`src/rtl/sprc_pkg.sv`:
```
/*
  shared constants of the self polling run control: register offsets,
  control field positions, reset values and the machine's states.
  assumes a 32-bit apb with byte addresses and one word per register.
*/
package sprc_pkg;
  // ==========================================================
  // register offsets
  localparam logic [7:0] SPRC_OFF_CTRL   = 8'h00;
  localparam logic [7:0] SPRC_OFF_MASK   = 8'h04;
  localparam logic [7:0] SPRC_OFF_EXTCMD = 8'h08;
  localparam logic [7:0] SPRC_OFF_STATUS = 8'h0C;
  localparam logic [7:0] SPRC_OFF_ACCEPT = 8'h10;
  // ==========================================================
  // control register fields
  localparam int SPRC_B_OPSEL     = 0;
  localparam int SPRC_B_SLEEP     = 1;
  localparam int SPRC_B_MODE_LO   = 2;
  localparam int SPRC_B_DUAL      = 4;
  localparam int SPRC_B_MODTYPE   = 5;
  localparam int SPRC_B_RET_END   = 6;
  localparam int SPRC_B_PWU_EN    = 7;
  localparam int SPRC_B_FR_KEEP   = 8;
  localparam int SPRC_B_EXT_PROC  = 9;
  localparam int SPRC_B_END_RST_A = 10;
  localparam int SPRC_B_TO_RST_A  = 11;
  localparam int SPRC_B_FIFO_FRM  = 12;
  localparam int SPRC_B_HOLD      = 13;
  localparam int SPRC_CTRL_W      = 14;
  localparam logic [SPRC_CTRL_W-1:0] SPRC_CTRL_RST = 14'h0002;
  // ==========================================================
  // mask and external command fields
  localparam int SPRC_M_WAKE  = 0;
  localparam int SPRC_M_FRAME = 1;
  localparam int SPRC_M_MID   = 2;
  localparam int SPRC_M_END   = 3;
  localparam logic [3:0] SPRC_MASK_RST = 4'h0;
  localparam int SPRC_X_TO    = 0;
  localparam int SPRC_X_END   = 1;
  // ==========================================================
  // polling behaviours
  localparam logic [1:0] SPRC_MODE_COO  = 2'h0;
  localparam logic [1:0] SPRC_MODE_FFB  = 2'h1;
  localparam logic [1:0] SPRC_MODE_MM   = 2'h2;
  localparam logic [1:0] SPRC_MODE_PWUS = 2'h3;
  localparam int SPRC_CHAN_W = 8;
  typedef enum logic [2:0] {
    SPRC_IDLE, SPRC_SRCH_A, SPRC_SRCH_B, SPRC_OFF, SPRC_RUN_SYNC, SPRC_RUN_PAY
  } sprc_state_t;
endpackage

```
`src/rtl/sprc_top.sv`:
```
/*
  self polling run control: apb register file and the control machine
  sequencing wake-up search, off time and run state after wake-up.
  assumes polling timer, wake-up unit, framer, fifo and timeout timers
  live outside and talk through single-cycle event inputs.
*/
// Chosen here: the placing of the registers and the APB slave port.
`timescale 1ns/1ns
//
// Functional notes
// - operating select bit at one starts autonomous polling.
// - search config A, then B if dual; single mode uses A only.
// - wake-up raises optional alert and enters the run state.
// - run state demodulation follows the modulation type select bit.
// - run state waits for sync word, loads fifo, scans message ids.
// - masked alerts at frame start, message id and message end.
// - run left on timeouts, message end with return bit, or host mode change.
// - timeout returns to polling with next config or config A.
// - run state keeps taking further frames without new wake-up.
// - fifo cleared at run entry, or at sync word when not locked.
// - message end records channel and config in accepted record.
// - after message end: next config, config A, or reload timeouts.
// - external timeout and end commands accepted under external processing.
// - external command in last config before off time enters off time.
// - restart with A inits polling timer; next config keeps it.
// - constant on-off mode always inits polling timer after timeout or end.
// - parallel wake-up search during sync search, only after first payload.
// - parallel search runs from symbol sync until sync loss or wake-up.
// - external end returns to cycle start, reinits wake-up and timeouts.
// - framer keep bit skips framer register reset after wake-up.
// - hold only in slave run mode, never in autonomous polling.
// - two-bit field picks one of four polling behaviours.
module sprc_top
  import sprc_pkg::*;
#(
  parameter int CHAN_W = SPRC_CHAN_W
) (
  input  wire logic              clock_i,
  input  wire logic              rstn_i,
  input  wire logic              psel_i,
  input  wire logic              penable_i,
  input  wire logic              pwrite_i,
  input  wire logic [7:0]        paddr_i,
  input  wire logic [31:0]       pwdata_i,
  output logic      [31:0]       prdata_o,
  output logic                   pready_o,
  output logic                   pslverr_o,
  input  wire logic              wakeup_found_i,
  input  wire logic              on_time_end_i,
  input  wire logic              off_time_end_i,
  input  wire logic              sync_word_found_i,
  input  wire logic              mid_found_i,
  input  wire logic              message_end_i,
  input  wire logic              sym_sync_i,
  input  wire logic              sync_lost_i,
  input  wire logic              fifo_locked_i,
  input  wire logic              sync_loss_timeout_i,
  input  wire logic              sync_word_timeout_i,
  input  wire logic              message_end_timeout_i,
  input  wire logic [CHAN_W-1:0] channel_i,
  output logic                   polling_o,
  output logic                   run_o,
  output logic                   config_b_o,
  output logic                   demod_run_o,
  output logic                   hold_o,
  output logic                   timer_init_o,
  output logic                   timeout_reload_o,
  output logic                   fifo_init_o,
  output logic                   framer_reset_o,
  output logic                   wakeup_reinit_o,
  output logic                   parallel_wu_o,
  output logic                   alert_wake_o,
  output logic                   alert_frame_o,
  output logic                   alert_mid_o,
  output logic                   alert_end_o
);
  initial begin
    if (CHAN_W < 1 || CHAN_W > 23) $error("channel width out of range");
  end
  // ==========================================================
  // state
  typedef struct packed {
    logic [SPRC_CTRL_W-1:0] ctrl;
    logic [3:0]             mask;
    sprc_state_t            st;
    logic                   cur_b;
    logic                   armed;
    logic                   pwu_act;
    logic                   sym_q;
    logic [CHAN_W:0]        rec;
    logic [31:0]            rdata;
    logic                   t_init;
    logic                   reload;
    logic                   f_init;
    logic                   fr_rst;
    logic                   wu_init;
    logic [3:0]             alert;
  } sprc_s_t;
  sprc_s_t r_reg;
  sprc_s_t r_next;
  logic acc;
  logic addr_ok;
  logic ext_to;
  logic ext_end;
  logic in_run;
  assign acc     = psel_i & penable_i;
  assign addr_ok = paddr_i inside {SPRC_OFF_CTRL, SPRC_OFF_MASK, SPRC_OFF_EXTCMD,
                                   SPRC_OFF_STATUS, SPRC_OFF_ACCEPT};
  assign in_run  = (r_reg.st == SPRC_RUN_SYNC) || (r_reg.st == SPRC_RUN_PAY);
  // ==========================================================
  // helpers
  // leave the run state toward next config, config a or the off time
  function automatic sprc_s_t f_leave(input sprc_s_t s, input logic rst_a);
    sprc_s_t o;
    logic    constant_on_off_polling;
    o   = s;
    constant_on_off_polling = (s.ctrl[SPRC_B_MODE_LO +: 2] == SPRC_MODE_COO);
    o.pwu_act = 1'b0;
    if (rst_a) begin
      o.st     = SPRC_SRCH_A;
      o.cur_b  = 1'b0;
      o.t_init = 1'b1;
    end else if (!s.cur_b && s.ctrl[SPRC_B_DUAL]) begin
      o.st     = SPRC_SRCH_B;
      o.cur_b  = 1'b1;
      o.t_init = constant_on_off_polling;
    end else begin
      // last config before the off time: go straight into it
      o.st     = (s.ctrl[SPRC_B_MODE_LO +: 2] == SPRC_MODE_PWUS) ? SPRC_SRCH_A : SPRC_OFF;
      o.cur_b  = 1'b0;
      o.t_init = constant_on_off_polling || (s.ctrl[SPRC_B_MODE_LO +: 2] == SPRC_MODE_PWUS);
    end
    return o;
  endfunction
  // cycle start of the run state
  function automatic sprc_s_t f_enter(input sprc_s_t s);
    sprc_s_t o;
    o = s;
    o.st      = SPRC_RUN_SYNC;
    o.f_init  = !s.ctrl[SPRC_B_FIFO_FRM];
    o.fr_rst  = !s.ctrl[SPRC_B_FR_KEEP];
    o.alert[SPRC_M_WAKE] = s.mask[SPRC_M_WAKE];
    o.armed   = 1'b0;
    o.pwu_act = 1'b0;
    return o;
  endfunction
  // ==========================================================
  // next state
  always_comb begin
    r_next = r_reg;
    r_next.t_init  = 1'b0;
    r_next.reload  = 1'b0;
    r_next.f_init  = 1'b0;
    r_next.fr_rst  = 1'b0;
    r_next.wu_init = 1'b0;
    r_next.alert   = 4'h0;
    r_next.sym_q   = sym_sync_i;
    ext_to  = 1'b0;
    ext_end = 1'b0;
    if (acc && pwrite_i) begin
      case (paddr_i)
        SPRC_OFF_EXTCMD: begin
          // commands only count while external processing owns the blocks
          ext_to  = pwdata_i[SPRC_X_TO] & r_reg.ctrl[SPRC_B_EXT_PROC];
          ext_end = pwdata_i[SPRC_X_END] & r_reg.ctrl[SPRC_B_EXT_PROC];
        end
        default: ;
      endcase
    end
    if (psel_i && !penable_i) begin
      case (paddr_i)
        SPRC_OFF_CTRL:   r_next.rdata = 32'(r_reg.ctrl);
        SPRC_OFF_MASK:   r_next.rdata = 32'(r_reg.mask);
        SPRC_OFF_STATUS: r_next.rdata = {24'h000000, r_reg.pwu_act, r_reg.armed,
                                         r_reg.cur_b, 2'h0, r_reg.st};
        SPRC_OFF_ACCEPT: r_next.rdata = 32'(r_reg.rec);
        default:         r_next.rdata = 32'h00000000;
      endcase
    end
    // settings are read live; the host keeps them still outside sleep
    if (!r_reg.ctrl[SPRC_B_OPSEL] || r_reg.ctrl[SPRC_B_SLEEP]) begin
      r_next.st      = SPRC_IDLE;
      r_next.cur_b   = 1'b0;
      r_next.pwu_act = 1'b0;
    end else begin
      case (r_reg.st)
        SPRC_IDLE: begin
          r_next.st     = SPRC_SRCH_A;
          r_next.cur_b  = 1'b0;
          r_next.t_init = 1'b1;
        end
        SPRC_SRCH_A: begin
          if (wakeup_found_i) begin
            r_next = f_enter(r_next);
          end else if (on_time_end_i) begin
            if (r_reg.ctrl[SPRC_B_DUAL]) begin
              r_next.st    = SPRC_SRCH_B;
              r_next.cur_b = 1'b1;
            end else if (r_reg.ctrl[SPRC_B_MODE_LO +: 2] == SPRC_MODE_PWUS) begin
              r_next.t_init = 1'b1;
            end else begin
              r_next.st = SPRC_OFF;
            end
          end
        end
        SPRC_SRCH_B: begin
          if (wakeup_found_i) begin
            r_next = f_enter(r_next);
          end else if (on_time_end_i) begin
            r_next.cur_b  = 1'b0;
            r_next.st     = (r_reg.ctrl[SPRC_B_MODE_LO +: 2] == SPRC_MODE_PWUS) ?
                            SPRC_SRCH_A : SPRC_OFF;
            r_next.t_init = (r_reg.ctrl[SPRC_B_MODE_LO +: 2] == SPRC_MODE_PWUS);
          end
        end
        SPRC_OFF: begin
          if (off_time_end_i) begin
            r_next.st     = SPRC_SRCH_A;
            r_next.t_init = 1'b1;
          end
        end
        SPRC_RUN_SYNC: begin
          if (sync_word_found_i) begin
            r_next.st      = SPRC_RUN_PAY;
            r_next.alert[SPRC_M_FRAME] = r_reg.mask[SPRC_M_FRAME];
            r_next.f_init  = r_reg.ctrl[SPRC_B_FIFO_FRM] & !fifo_locked_i;
            r_next.pwu_act = 1'b0;
          end else if (sync_loss_timeout_i || sync_word_timeout_i || ext_to) begin
            r_next = f_leave(r_next, r_reg.ctrl[SPRC_B_TO_RST_A]);
          end else if (ext_end) begin
            if (r_reg.ctrl[SPRC_B_RET_END]) begin
              r_next = f_leave(r_next, r_reg.ctrl[SPRC_B_END_RST_A]);
            end else begin
              r_next.reload  = 1'b1;
              r_next.wu_init = 1'b1;
              r_next.f_init  = !r_reg.ctrl[SPRC_B_FIFO_FRM];
              r_next.pwu_act = 1'b0;
            end
          end else if (r_reg.pwu_act && wakeup_found_i) begin
            r_next = f_enter(r_next);
          end else if (r_reg.pwu_act && sync_lost_i) begin
            r_next.pwu_act = 1'b0;
          end else if (sym_sync_i && !r_reg.sym_q && r_reg.armed &&
                       r_reg.ctrl[SPRC_B_PWU_EN] && !r_reg.ctrl[SPRC_B_MODTYPE]) begin
            // same modulation only: the wake-up unit shares the demodulator
            r_next.pwu_act = 1'b1;
          end
        end
        SPRC_RUN_PAY: begin
          if (mid_found_i) begin
            r_next.alert[SPRC_M_MID] = r_reg.mask[SPRC_M_MID];
          end
          if (message_end_i || ext_end) begin
            r_next.rec   = {r_reg.cur_b, channel_i};
            r_next.alert[SPRC_M_END] = r_reg.mask[SPRC_M_END] & message_end_i;
            r_next.armed = 1'b1;
            if (r_reg.ctrl[SPRC_B_RET_END]) begin
              r_next = f_leave(r_next, r_reg.ctrl[SPRC_B_END_RST_A]);
            end else begin
              r_next.st      = SPRC_RUN_SYNC;
              r_next.reload  = 1'b1;
              r_next.wu_init = ext_end;
            end
          end else if (message_end_timeout_i || ext_to) begin
            r_next = f_leave(r_next, r_reg.ctrl[SPRC_B_TO_RST_A]);
          end
        end
        default: r_next.st = SPRC_IDLE;
      endcase
    end
    // settings land last, so the machine and its helpers act on the old ones
    if (acc && pwrite_i && (paddr_i == SPRC_OFF_CTRL)) begin
      r_next.ctrl = pwdata_i[SPRC_CTRL_W-1:0];
    end
    if (acc && pwrite_i && (paddr_i == SPRC_OFF_MASK)) begin
      r_next.mask = pwdata_i[3:0];
    end
  end
  always_ff @(posedge clock_i) begin
    if (!rstn_i) begin
      r_reg      <= '0;
      r_reg.ctrl <= SPRC_CTRL_RST;
      r_reg.mask <= SPRC_MASK_RST;
      r_reg.st   <= SPRC_IDLE;
    end else begin
      r_reg <= r_next;
    end
  end
  // ==========================================================
  // outputs
  assign prdata_o         = r_reg.rdata;
  assign pready_o         = acc;
  assign pslverr_o        = acc & !addr_ok;
  assign polling_o        = (r_reg.st != SPRC_IDLE);
  assign run_o            = in_run;
  assign config_b_o       = r_reg.cur_b;
  assign demod_run_o      = in_run & r_reg.ctrl[SPRC_B_MODTYPE];
  assign hold_o           = r_reg.ctrl[SPRC_B_HOLD] & !r_reg.ctrl[SPRC_B_OPSEL];
  assign timer_init_o     = r_reg.t_init;
  assign timeout_reload_o = r_reg.reload;
  assign fifo_init_o      = r_reg.f_init;
  assign framer_reset_o   = r_reg.fr_rst;
  assign wakeup_reinit_o  = r_reg.wu_init;
  assign parallel_wu_o    = r_reg.pwu_act;
  assign alert_wake_o     = r_reg.alert[SPRC_M_WAKE];
  assign alert_frame_o    = r_reg.alert[SPRC_M_FRAME];
  assign alert_mid_o      = r_reg.alert[SPRC_M_MID];
  assign alert_end_o      = r_reg.alert[SPRC_M_END];
endmodule

```
`config.mk`:
```
export PLATFORM = sky130hd
export DESIGN_NAME = sprc_top
export DESIGN_NICKNAME = d
export VERILOG_FILES = /design/src/rtl/sprc_pkg.sv /design/src/rtl/sprc_top.sv
export SDC_FILE = /design/constraint.sdc
export NUM_CORES = 1
export LEC_CHECK = 0
export ABC_AREA = 1
export BUFFER_PORTS_ARGS = -buffer_cell sky130_fd_sc_hd__buf_2
export CELL_PAD_IN_SITES_DETAIL_PLACEMENT = 1
export CELL_PAD_IN_SITES_GLOBAL_PLACEMENT = 1
export CORE_MARGIN = 1.5
export CORE_UTILIZATION = 35
export CTS_CLUSTER_DIAMETER = 60
export DETAILED_ROUTE_END_ITERATION = 6
export PLACE_DENSITY_LB_ADDON = 0.1
export SLEW_MARGIN = 20
export SYNTH_ARGS = -nofsm -noshare
export SYNTH_HDL_FRONTEND = slang
export SYNTH_SLANG_ARGS = --single-unit
```
`constraint.sdc`:
```
create_clock -name clock_i -period 2.2 [get_ports clock_i]
set_clock_uncertainty 0.15 [all_clocks]
set_input_delay 0.11 -clock clock_i [delete_from_list [all_inputs] [get_ports clock_i]]
set_output_delay 0.11 -clock clock_i [all_outputs]
set_load 0.05 [all_outputs]
```
==> results summary, run 1 <==
The worst setup slack for register-to-register paths came out at 250 ps. The final instance area is 0.004083 mm². The via-per-instance ratio came out at 4.772. In this run, post-CTS repair resized a total of 0 instances. The number of placement rows came out at 35. For this run, asynchronously set or reset flops after synthesis account for 0. Setup violations remaining at the end of the flow were counted as 0. The max-cap check violation count came out at 0. The placed instances occupy a cell area of 0.003622 mm².

The remaining global-route overflow is 0. The data required time at the worst endpoint came out at 2300 ps. Counting every instance in the synthesized netlist gives 478.

The wire length of the first global-routing pass came out at 16770 µm. The final max-slew violation count was 0. The number of flops mapped to enable cells by yosys came out at 0.

The fraction of layout cells with a size suffix above 1 came out at 0.2405. STA classifies the critical path startpoint as a primary input. STA classifies the critical path endpoint as a flop. The remaining antenna violation count came out at 0. The starting density of the core came out at 0.3578. The min-delay analysis places its worst path in the category in -> reg. The count of nets after finishing came out at 644. The synthesized area divided by synthesized cell count came out at 6.850 µm².

The synthesis warning total is 0. Following the worst setup path forward leads to its endpoint at r_reg[48]. The path depth of the worst reg2reg path is 9. The total CTS buffers came out at 9. The power per standard cell area came out at 542.4 mW/mm². The terminus of the critical flop-to-flop path is fifo_init_o. The average detailed-routed wire length per instance is 15.35 µm.

The die extent in y is 99.73 µm. The starting DRC count in detailed routing is 89. The number of diodes is 0. The count of unique library cells instantiated by Yosys is 35. The via count of the first global-routing pass is 3269.

The register clock-pin slew on the reported worst setup and hold paths came out at 80 ps. The count of unresolved DRC violations after routing is 0. The master cell of the clock root buffer is sky130_fd_sc_hd__clkbuf_8. The share of the yosys chip area belonging to registers is 0.3485.

The CTS tree is built. The register bit total from synthesis came out at 57. Setup repair after global routing left no endpoint under its margin.

In the final layout, flip-flops and latches occupy 0.001141 mm². The floorplan die area is 0.009945 mm². The critical path is of the in -> reg type.

The worst setup path startpoint is penable_i. The insertion delay to the later sink of the worst-skew pair came out at 360 ps. The total leakage power is 1.871 nW. The number of clock sinks seen by CTS came out at 57.

The peak supply drop is 0.2543 mV. The count of final hold-check violations is 0. Relative to the synthesized area, the layout overhead comes to 24.68%. Counting instances, the worst hold path has a depth of 5. The number of post-CTS setup repair buffers came out at 0. The flip-flop count of the largest register, all copies and words added is 32. The initial antenna violation count came out at 0. The total I/O pin count came out at 114. The number of vias after detailed routing came out at 3307. In this run the critical register-to-register path is launched from r_reg[55].

Along the worst path, the maximum fanout reaches 7. After synthesis the cells add up to 0.003274 mm². The smallest clock period supported by the final layout is computed as 2009 ps.

The total area of multi-input combinational cells came out at 0.001679 mm². In this run the horizontal extent of the chip is 99.73 µm. The global router's overall resource usage is 0.2211. Summed over all nets, the half-perimeter wirelength after detailed placement is 7992 µm. The number of levels in the clock H-tree came out at 3. The highest clock rate came out at 497.8 MHz. The maximum number of pins on one net before global-route repair came out at 33. The main flop type after synthesis is sky130_fd_sc_hd__dfxtp_1. Port buffering added 77 buffers. The accumulated negative setup slack came out at 0 ps. Wires add up to 10640 µm. STA puts the critical path data arrival time at 2110 ps.

The final weighted congestion of routability-driven global placement is 0.8457. The filler cell count came out at 1223. The area inside the core boundary is 0.009153 mm². The first-pass detailed-route iteration total is 4. The run finished with clean final reports. No sink is reached through more buffers than the 2 on the longest clock path. In the finished design, the share of the clock period the worst path needs comes to 0.9131.
## how the worst min path moves through the flow
stage              startpoint            to  slack (ps)
2_1_floorplan      sym_sync_i     r_reg[50]          60
3_3_place_gp       sym_sync_i     r_reg[50]         170
3_5_place_dp       sym_sync_i     r_reg[50]         190
4_1_cts                psel_i   prdata_o[9]          10
5_1_grt        off_time_end_i  timer_init_o          40
6_report       off_time_end_i  timer_init_o           7
## what timing repair did
item,in CTS,in global routing
hold buffers,29,0
endpoints found under the hold margin,34,0
setup endpoints to repair,0,0
## stage by stage
step | total power [mW] | instances | hold WS (ps) | setup WS, ps | utilization
after global placement | 1.288 | 648 | 170.3 | 294.9 | 0.3958
after detailed placement | 1.291 | 648 | 185.2 | 264.0 | 0.3958
after global routing | 2.290 | 693 | 40.13 | 57.35 | 0.4461
after floorplan | 1.247 | 495 | 57.63 | 415.8 | -
final | 2.214 | 693 | 7.168 | 191.2 | 0.4461
after CTS | 2.214 | 693 | 12.64 | 185.3 | 0.4461
## report_power, final
part	leakage (nW)	switching, mW	internal, mW
Sequential	0.460	0.00271	1.04
Combinational	1.33	0.181	0.0880
Clock	0.0814	0.501	0.405
Total	1.87	0.684	1.53
## placed cells by master (no fill, tap or decap), types with 6 or more instances in the layout
cell                            count
sky130_fd_sc_hd__dlygate4sd3_1     29
sky130_fd_sc_hd__nand2_1           81
sky130_fd_sc_hd__buf_2             77
sky130_fd_sc_hd__a21oi_1           39
sky130_fd_sc_hd__dfxtp_1           57
sky130_fd_sc_hd__nand3_1           16
sky130_fd_sc_hd__nor2_4             8
sky130_fd_sc_hd__inv_2              7
sky130_fd_sc_hd__buf_4              6
sky130_fd_sc_hd__nand2_4            6
sky130_fd_sc_hd__o21ai_1           11
sky130_fd_sc_hd__nand4_1            8
sky130_fd_sc_hd__inv_1             53
sky130_fd_sc_hd__nand2_2            6
sky130_fd_sc_hd__nor2_1            67
sky130_fd_sc_hd__nor2_2             6
sky130_fd_sc_hd__o21ai_0           39
sky130_fd_sc_hd__conb_1            18
sky130_fd_sc_hd__clkbuf_8           9
## cells in the mapped netlist (all sizes together) (3+ instances only)
cell type / instances / area, µm²
o21ai: 50 / 250.2
a21oi: 41 / 212.7
nand2: 93 / 409.1
nand4: 8 / 50.05
o211ai: 3 / 22.52
nor2: 82 / 399.1
nor3: 6 / 35.03
dfxtp: 57 / 1141
inv: 60 / 225.2
clkbuf: 5 / 18.77
buf: 36 / 266.5
nand3b: 3 / 22.52
o221ai: 3 / 26.28
nand3: 19 / 110.1
## layout make-up
class                   count  share of cell area
multi-input cells         335              0.4113
flip-flops and latches     57              0.2795
repair buffers            112              0.1765
inverters                  62             0.05700
well taps                 111             0.03402
clock buffers               9             0.03034
clock inverters             7             0.01134
## metal layers
layer	vias up	GRT usage	wire length, µm
met3	12	0.04076	490
met5	-	0	0
met2	84	0.3762	5201
li1	1686	-	-
met1	1525	0.2824	4805
met4	0	0.07042	141
## critical path, stage by stage
cell,delay [ps]
sky130_fd_sc_hd__dlygate4sd3_1,520
sky130_fd_sc_hd__buf_2,130
sky130_fd_sc_hd__nand3_2,190
sky130_fd_sc_hd__nor2_4,220
sky130_fd_sc_hd__a21oi_2,110
sky130_fd_sc_hd__nor2_2,160
sky130_fd_sc_hd__nand2_1,230
sky130_fd_sc_hd__buf_4,230
sky130_fd_sc_hd__o21ai_1,150
sky130_fd_sc_hd__nor2_1,60
## cell families (layout without fill, tap and decap cells)
logic type	after synthesis	in the layout	share of synthesized area
other	1	18	0.001145
buffers and inverters	103	190	0.1582
DFF	57	57	0.3485
and+or+nand+nor	213	213	0.3172
AOI/OAI and AO/OA	102	102	0.1674
adders and majority gates	2	2	0.007641
(Power assumes the default switching activity.)
==> run 2, diff against run 1 <==
Settings changed: CORE_UTILIZATION 35 to 30.
==> results summary, run 2 (synthesis gave the netlist of run 1 again) <==
The final weighted congestion of routability-driven global placement is 0.8593. The worst setup path is captured at a flop. The layout has 1399 filler cells. Wires add up to 10700 µm. STA classifies the critical path startpoint as a flop. The share of the clock period used by the worst path after layout came out at 0.8445. After floorplanning, the core was sized to cover 0.01046 mm².

The initial antenna violation count was 0. The clock net in this run drives a total of 57 sinks. The global-route met2 utilization is 0.3362. Power spread over the standard cell area amounts to 558.4 mW/mm². Setup repair after global routing left no endpoint under its margin. The slowest stage cell on the critical path is sky130_fd_sc_hd__dfxtp_1. The wire length of the first global-routing pass came out at 16970 µm.

The data arrival time of the worst path is 1970 ps. The insertion delay to the later sink of the worst-skew pair came out at 340 ps. The average detailed-routed wire length per instance came out at 14.89 µm. The CTS tree is built. The count of final hold-check violations is 0. The largest driver fanout on the critical path is 8.

The worst-case IR drop observed on VDD is 0.2554 mV. The remaining global-route overflow came out at 0. The final max-slew violation count is 0. The total leakage power came out at 1.902 nW. The number of post-CTS setup repair buffers is 0.

The remaining antenna violation count came out at 0. Internal power comes to 1.702 mW. The fraction of power spent switching nets came out at 0.2660.

Of the total power, combinational logic draws 0.116. The area overhead of the layout relative to synthesis is 26.79%. The total I/O pin count came out at 114. Summed over all nets, the half-perimeter wirelength after detailed placement is 8513 µm. The layer flagged by global routing as most heavily used is met2. For this run, the post-layout net count is 646.

The count of buffers added on input and output ports is 77. The initialized floorplan defines 37 standard-cell rows. After clock tree synthesis, the clock-pin slew on the worst setup and hold paths is 70 ps. The repair_antennas step left the layout with diodes totalling 0. In the layout the commonest cells are sky130_fd_sc_hd__nand2_1 (81), sky130_fd_sc_hd__buf_2 (77), sky130_fd_sc_hd__nor2_1 (67). The first-pass detailed-route iteration total is 4. No sink is reached through more buffers than the 2 on the longest clock path. The via-per-instance ratio came out at 4.637. Of the total power, the clock network draws 0.435. The final instance area is 0.004151 mm².

The global router's overall resource usage came out at 0.1931. The tightest min-delay check is of the in -> reg type. The overall die width is 107.5 µm. After the first detailed-routing iteration, the DRC count stood at 105.

The via count of the first global-routing pass is 3365. After clock tree synthesis, the flow added hold-fix buffers numbering 28. The flip-flop count of the largest register, all copies and words added came out at 32. Setup violations remaining at the end of the flow were counted as 0. The maximum number of pins on one net before global-route repair is 33. The met1 usage in global routing came out at 0.2441.

After clock tree synthesis, the repair step resized 0 gates. The register cell area after layout is 0.001141 mm². The cell that appears most often on the critical path is sky130_fd_sc_hd__nand2_2.

The starting density of the core is 0.3130. The leading cell type in the layout, fill and taps excluded is sky130_fd_sc_hd__nand2_1. In the routed design, unresolved DRC markers number 0. The root buffer cell chosen for the clock tree is sky130_fd_sc_hd__clkbuf_8. The met3 global-route usage is 0.03027.

Timing would allow up to 538.2 MHz. Max-cap violations in this run came to 0. The run finished with clean final reports.

The die extent in y is 107.5 µm. The cell area reported after detailed placement came out at 0.003676 mm². In this run the power spent charging and discharging nets is 616.5 µW. The minimum clock period after layout came out at 1858 ps. In this design, the stage delay of the slowest critical-path cell is 350 ps. The routed layout has 3334 vias. The floorplan die area came out at 0.01155 mm². The tightest hold path in the finished design has a slack of 12.68 ps. The H-tree was split into 3 levels. After routing, the total negative slack on setup checks comes to 0 ps.

The fraction of layout cells with a size suffix above 1 is 0.2419. The critical path in this run is classified as reg -> reg. Data on the critical path is required at its endpoint by 2310 ps.

The total area of multi-input combinational cells is 0.001679 mm². The total power draw is 2.318 mW. The share of total power in sequential cells came out at 0.449.

The total CTS buffers is 9. Traced cell by cell, the critical path runs through inv_2 > nand2_2 > nor2_4 > nand2_2 > inv_1 > nand2_1 > o21bai_1 > o21ai_0 > a21oi_1.
-- run 2: path summary, 6_finish.rpt --
| kind | from | endpoint | slack [ps] | cells past startpoint |
|---|---|---|---|---|
| worst max register to register | r_reg[55] | fifo_init_o | 340 | 9 |
| worst min register to register | prdata_o[6] | prdata_o[6] | 310 | 2 |
| worst min-delay path | off_time_end_i | timer_init_o | 10 | 5 |
| worst max-delay path | r_reg[55] | fifo_init_o | 340 | 9 |
-- run 2: layout make-up --
class / instances / share of cell area
tap: 136 / 0.04099
timing repair buffer: 114 / 0.1766
clock inverter: 3 / 0.009644
inverter: 62 / 0.05606
multi-input combinational: 335 / 0.4045
sequential: 57 / 0.2749
clock buffer: 12 / 0.03737
-- run 2: routing by layer --
layer  vias to the layer above  wire, µm
met5                         -         0
met4                         0       111
met2                        75      5279
li1                       1686         -
met1                      1561      4964
met3                        12       349
-- run 2: critical path: cells and delay by family, from the launching register on --
kind | cells | cell delay [ps]
buffers and inverters | 2 | 240
DFF | 1 | 350
AOI/OAI and AO/OA | 3 | 520
and+or+nand+nor | 4 | 530
-- run 2: metrics by stage --
step                      setup WS [ps]  cells  utilization
after floorplan                   415.8    495            -
after global placement            330.4    676       0.3514
after detailed placement          347.1    676       0.3514
after CTS                         336.4    719       0.3968
after global routing              115.1    719       0.3968
final                             342.1    719       0.3968
-- run 2: power by group through the flow --
| stage | logic, mW | registers [mW] | clock network [mW] |
|---|---|---|---|
| detailed placement | 0.231 | 1.06 | 0 |
| global placement | 0.227 | 1.06 | 0 |
| global route | 0.291 | 1.04 | 1.07 |
| CTS | 0.269 | 1.04 | 1.03 |
| floorplan | 0.184 | 1.06 | 0 |
| finish | 0.268 | 1.04 | 1.01 |
==> run 3, diff against run 2 <==
Clock period 2.2 ns to 1.52 ns, I/O delays scaled along.
==> results summary, run 3 (synthesis gave the netlist of run 1 again) <==
The clock tree synthesis step divided the H-tree into 3 levels. Measured on the finished design, the core utilization comes to 0.4916. The number of diodes is 0. The number of clock sinks seen by CTS came out at 57. The flow ran to the end, but the final reports show violations.

The remaining global-route overflow is 0. After floorplanning, the core was divided into 37 placement rows. The floorplan step defined a die boundary enclosing 0.01155 mm². The startpoint-to-endpoint class of the critical path is reg -> reg. The power per standard cell area came out at 703.8 mW/mm².

The accumulated negative setup slack is -1506 ps. STA classifies the critical path endpoint as a flop. The total I/O pin count came out at 114. The remaining antenna violation count came out at 0. The insertion delay to the later sink of the worst-skew pair came out at 350 ps. The via count of the first global-routing pass is 3837. The global-route met2 utilization came out at 0.3876.

The root buffer cell chosen for the clock tree is sky130_fd_sc_hd__clkbuf_8. The maximum number of pins on one net before global-route repair came out at 33. The overall die width came out at 107.5 µm. The starting density of the core is 0.3130. The final instance area is 0.005144 mm². The setup-violating endpoint count in the final report is 26. The port buffer count is 77. The final layout contains 715 nets.

For the worst setup path, the data required time is 1650 ps. The library cell used most frequently in the layout, excluding fill and tap cells, is sky130_fd_sc_hd__buf_2. The final weighted congestion of routability-driven global placement is 0.9001.

The CTS tree is built. In this run the most used layer during global routing was met2. For the finished layout, the period the worst path requires is 1685 ps. The number of buffers on the longest clock path came out at 2. The count of final hold-check violations is 0. The sum of net half-perimeters after detailed placement is 9380 µm. Clock-pin slew was measured on the worst setup and hold paths at 70 ps. The checks that failed: negative setup slack.

The highest clock rate is 593.5 MHz. The final max-slew violation count came out at 0. In the routed design, unresolved DRC markers number 0. The met3 global-route usage came out at 0.02663.

In the layout the commonest cells are sky130_fd_sc_hd__buf_2 (74), sky130_fd_sc_hd__nand2_1 (69), sky130_fd_sc_hd__buf_4 (66). The area overhead of the layout relative to synthesis is 57.09%. The tool flagged a number of max-cap violations equal to 0. The total power draw is 3.620 mW. The path category of the worst min-delay check is in -> reg.

For the worst setup path, the data arrival time is 1810 ps. The number of vias after detailed routing came out at 3657. The initial antenna violation count came out at 0. The wire length of the first global-routing pass came out at 19380 µm. The global router's overall resource usage came out at 0.2193. The worst setup path is launched from a flop. The die extent in y is 107.5 µm. VDD sags by at most 0.4501 mV. In this run the static leakage power is 2.370 nW. The largest driver fanout on the critical path is 6. The area inside the core boundary came out at 0.01046 mm².

The filler cells instantiated in the layout total 1334. The via-per-instance ratio is 4.635. The total length of routed wires came out at 12290 µm. The setup slack of the critical path after layout came out at -164.8 ps. Setup repair after global routing could not meet its margin everywhere. Before CTS, the worst setup slack after placement is -242.4 ps. The average detailed-routed wire length per instance came out at 15.58 µm. The share of the clock period used by the worst path after layout is 1.108. The fraction of layout cells with a size suffix above 1 came out at 0.4334. The flip-flop count of the largest register, all copies and words added is 32. The first-pass detailed-route iteration total is 4. The met1 usage in global routing came out at 0.2783. The cell area reported after detailed placement is 0.004138 mm². The detailed router finished its first iteration with 72 violations. The total CTS buffers is 9.
run 3: cell count changes in the layout (fill, tap and decap cells not counted), moves of 5 or more:
cell,delta
sky130_fd_sc_hd__nand3_2,+5
sky130_fd_sc_hd__dfxtp_1,-5
sky130_fd_sc_hd__a21oi_1,-5
sky130_fd_sc_hd__nor2_2,+10
sky130_fd_sc_hd__nand3_1,-5
sky130_fd_sc_hd__buf_6,+12
sky130_fd_sc_hd__o21ai_2,+10
sky130_fd_sc_hd__nor2_4,+10
sky130_fd_sc_hd__nor2_1,-20
sky130_fd_sc_hd__inv_1,-8
sky130_fd_sc_hd__nand2_1,-12
sky130_fd_sc_hd__buf_4,+57
sky130_fd_sc_hd__o21ai_0,-6
sky130_fd_sc_hd__nand2_4,+6
run 3: path summary, 6_finish.rpt:
path / start / endpoint / slack, ps / depth (start not counted)
max reg2reg: r_reg[54] / r_reg[56] / -160 / 12
max: r_reg[54] / r_reg[56] / -160 / 12
min: off_time_end_i / timer_init_o / 30 / 5
min reg2reg: prdata_o[4] / prdata_o[4] / 310 / 2
run 3: report_power, final:
part / leakage (nW) / switching [mW] / total, mW / internal (mW)
Clock: 0.110 / 0.750 / 1.69 / 0.940
Combinational: 1.80 / 0.282 / 0.431 / 0.149
Sequential: 0.463 / 0.00416 / 1.50 / 1.50
Total: 2.37 / 1.04 / 3.62 / 2.58
run 3: metal layers:
metal	wire length (µm)	part of all wire
met1	5669	0.46
met2	6175	0.50
met3	276	0.022
met4	167	0.014
met5	0	0
run 3: final cells by class:
type                    instances  area [µm²]  share of cell area
multi-input cells             335        2014              0.3916
well taps                     136       170.2             0.03308
inverters                      62       251.5             0.04889
repair buffers                183        1326              0.2578
flip-flops and latches         57        1155              0.2245
clock buffers                   9       123.9             0.02408
clock inverters                 7       102.6             0.01995
run 3: timing repair:
action                     CTS  global route
hold buffers                28             0
hold endpoints to repair    32             0
pin swaps                   12            14
setup buffers                6             7
setup endpoints to repair   27            26
resized for setup           58            62
run 3: worst max-delay path: stages (launching register included):
cell,delay [ps]
sky130_fd_sc_hd__dfxtp_4,390
sky130_fd_sc_hd__nor2_4,160
sky130_fd_sc_hd__nand2_4,80
sky130_fd_sc_hd__nand2_4,110
sky130_fd_sc_hd__inv_2,60
sky130_fd_sc_hd__nor2_4,140
sky130_fd_sc_hd__nor2_2,60
sky130_fd_sc_hd__o21ai_2,70
sky130_fd_sc_hd__buf_4,130
sky130_fd_sc_hd__inv_1,30
sky130_fd_sc_hd__nand2_1,60
sky130_fd_sc_hd__nand2_1,50
sky130_fd_sc_hd__a21oi_1,120
run 3: through the flow:
stage               hold WS [ps]  instances
finish                     30.71        789
CTS                        10.32        783
floorplan                  23.63        495
global route               55.69        789
global placement           134.7        733
detailed placement         139.9        733
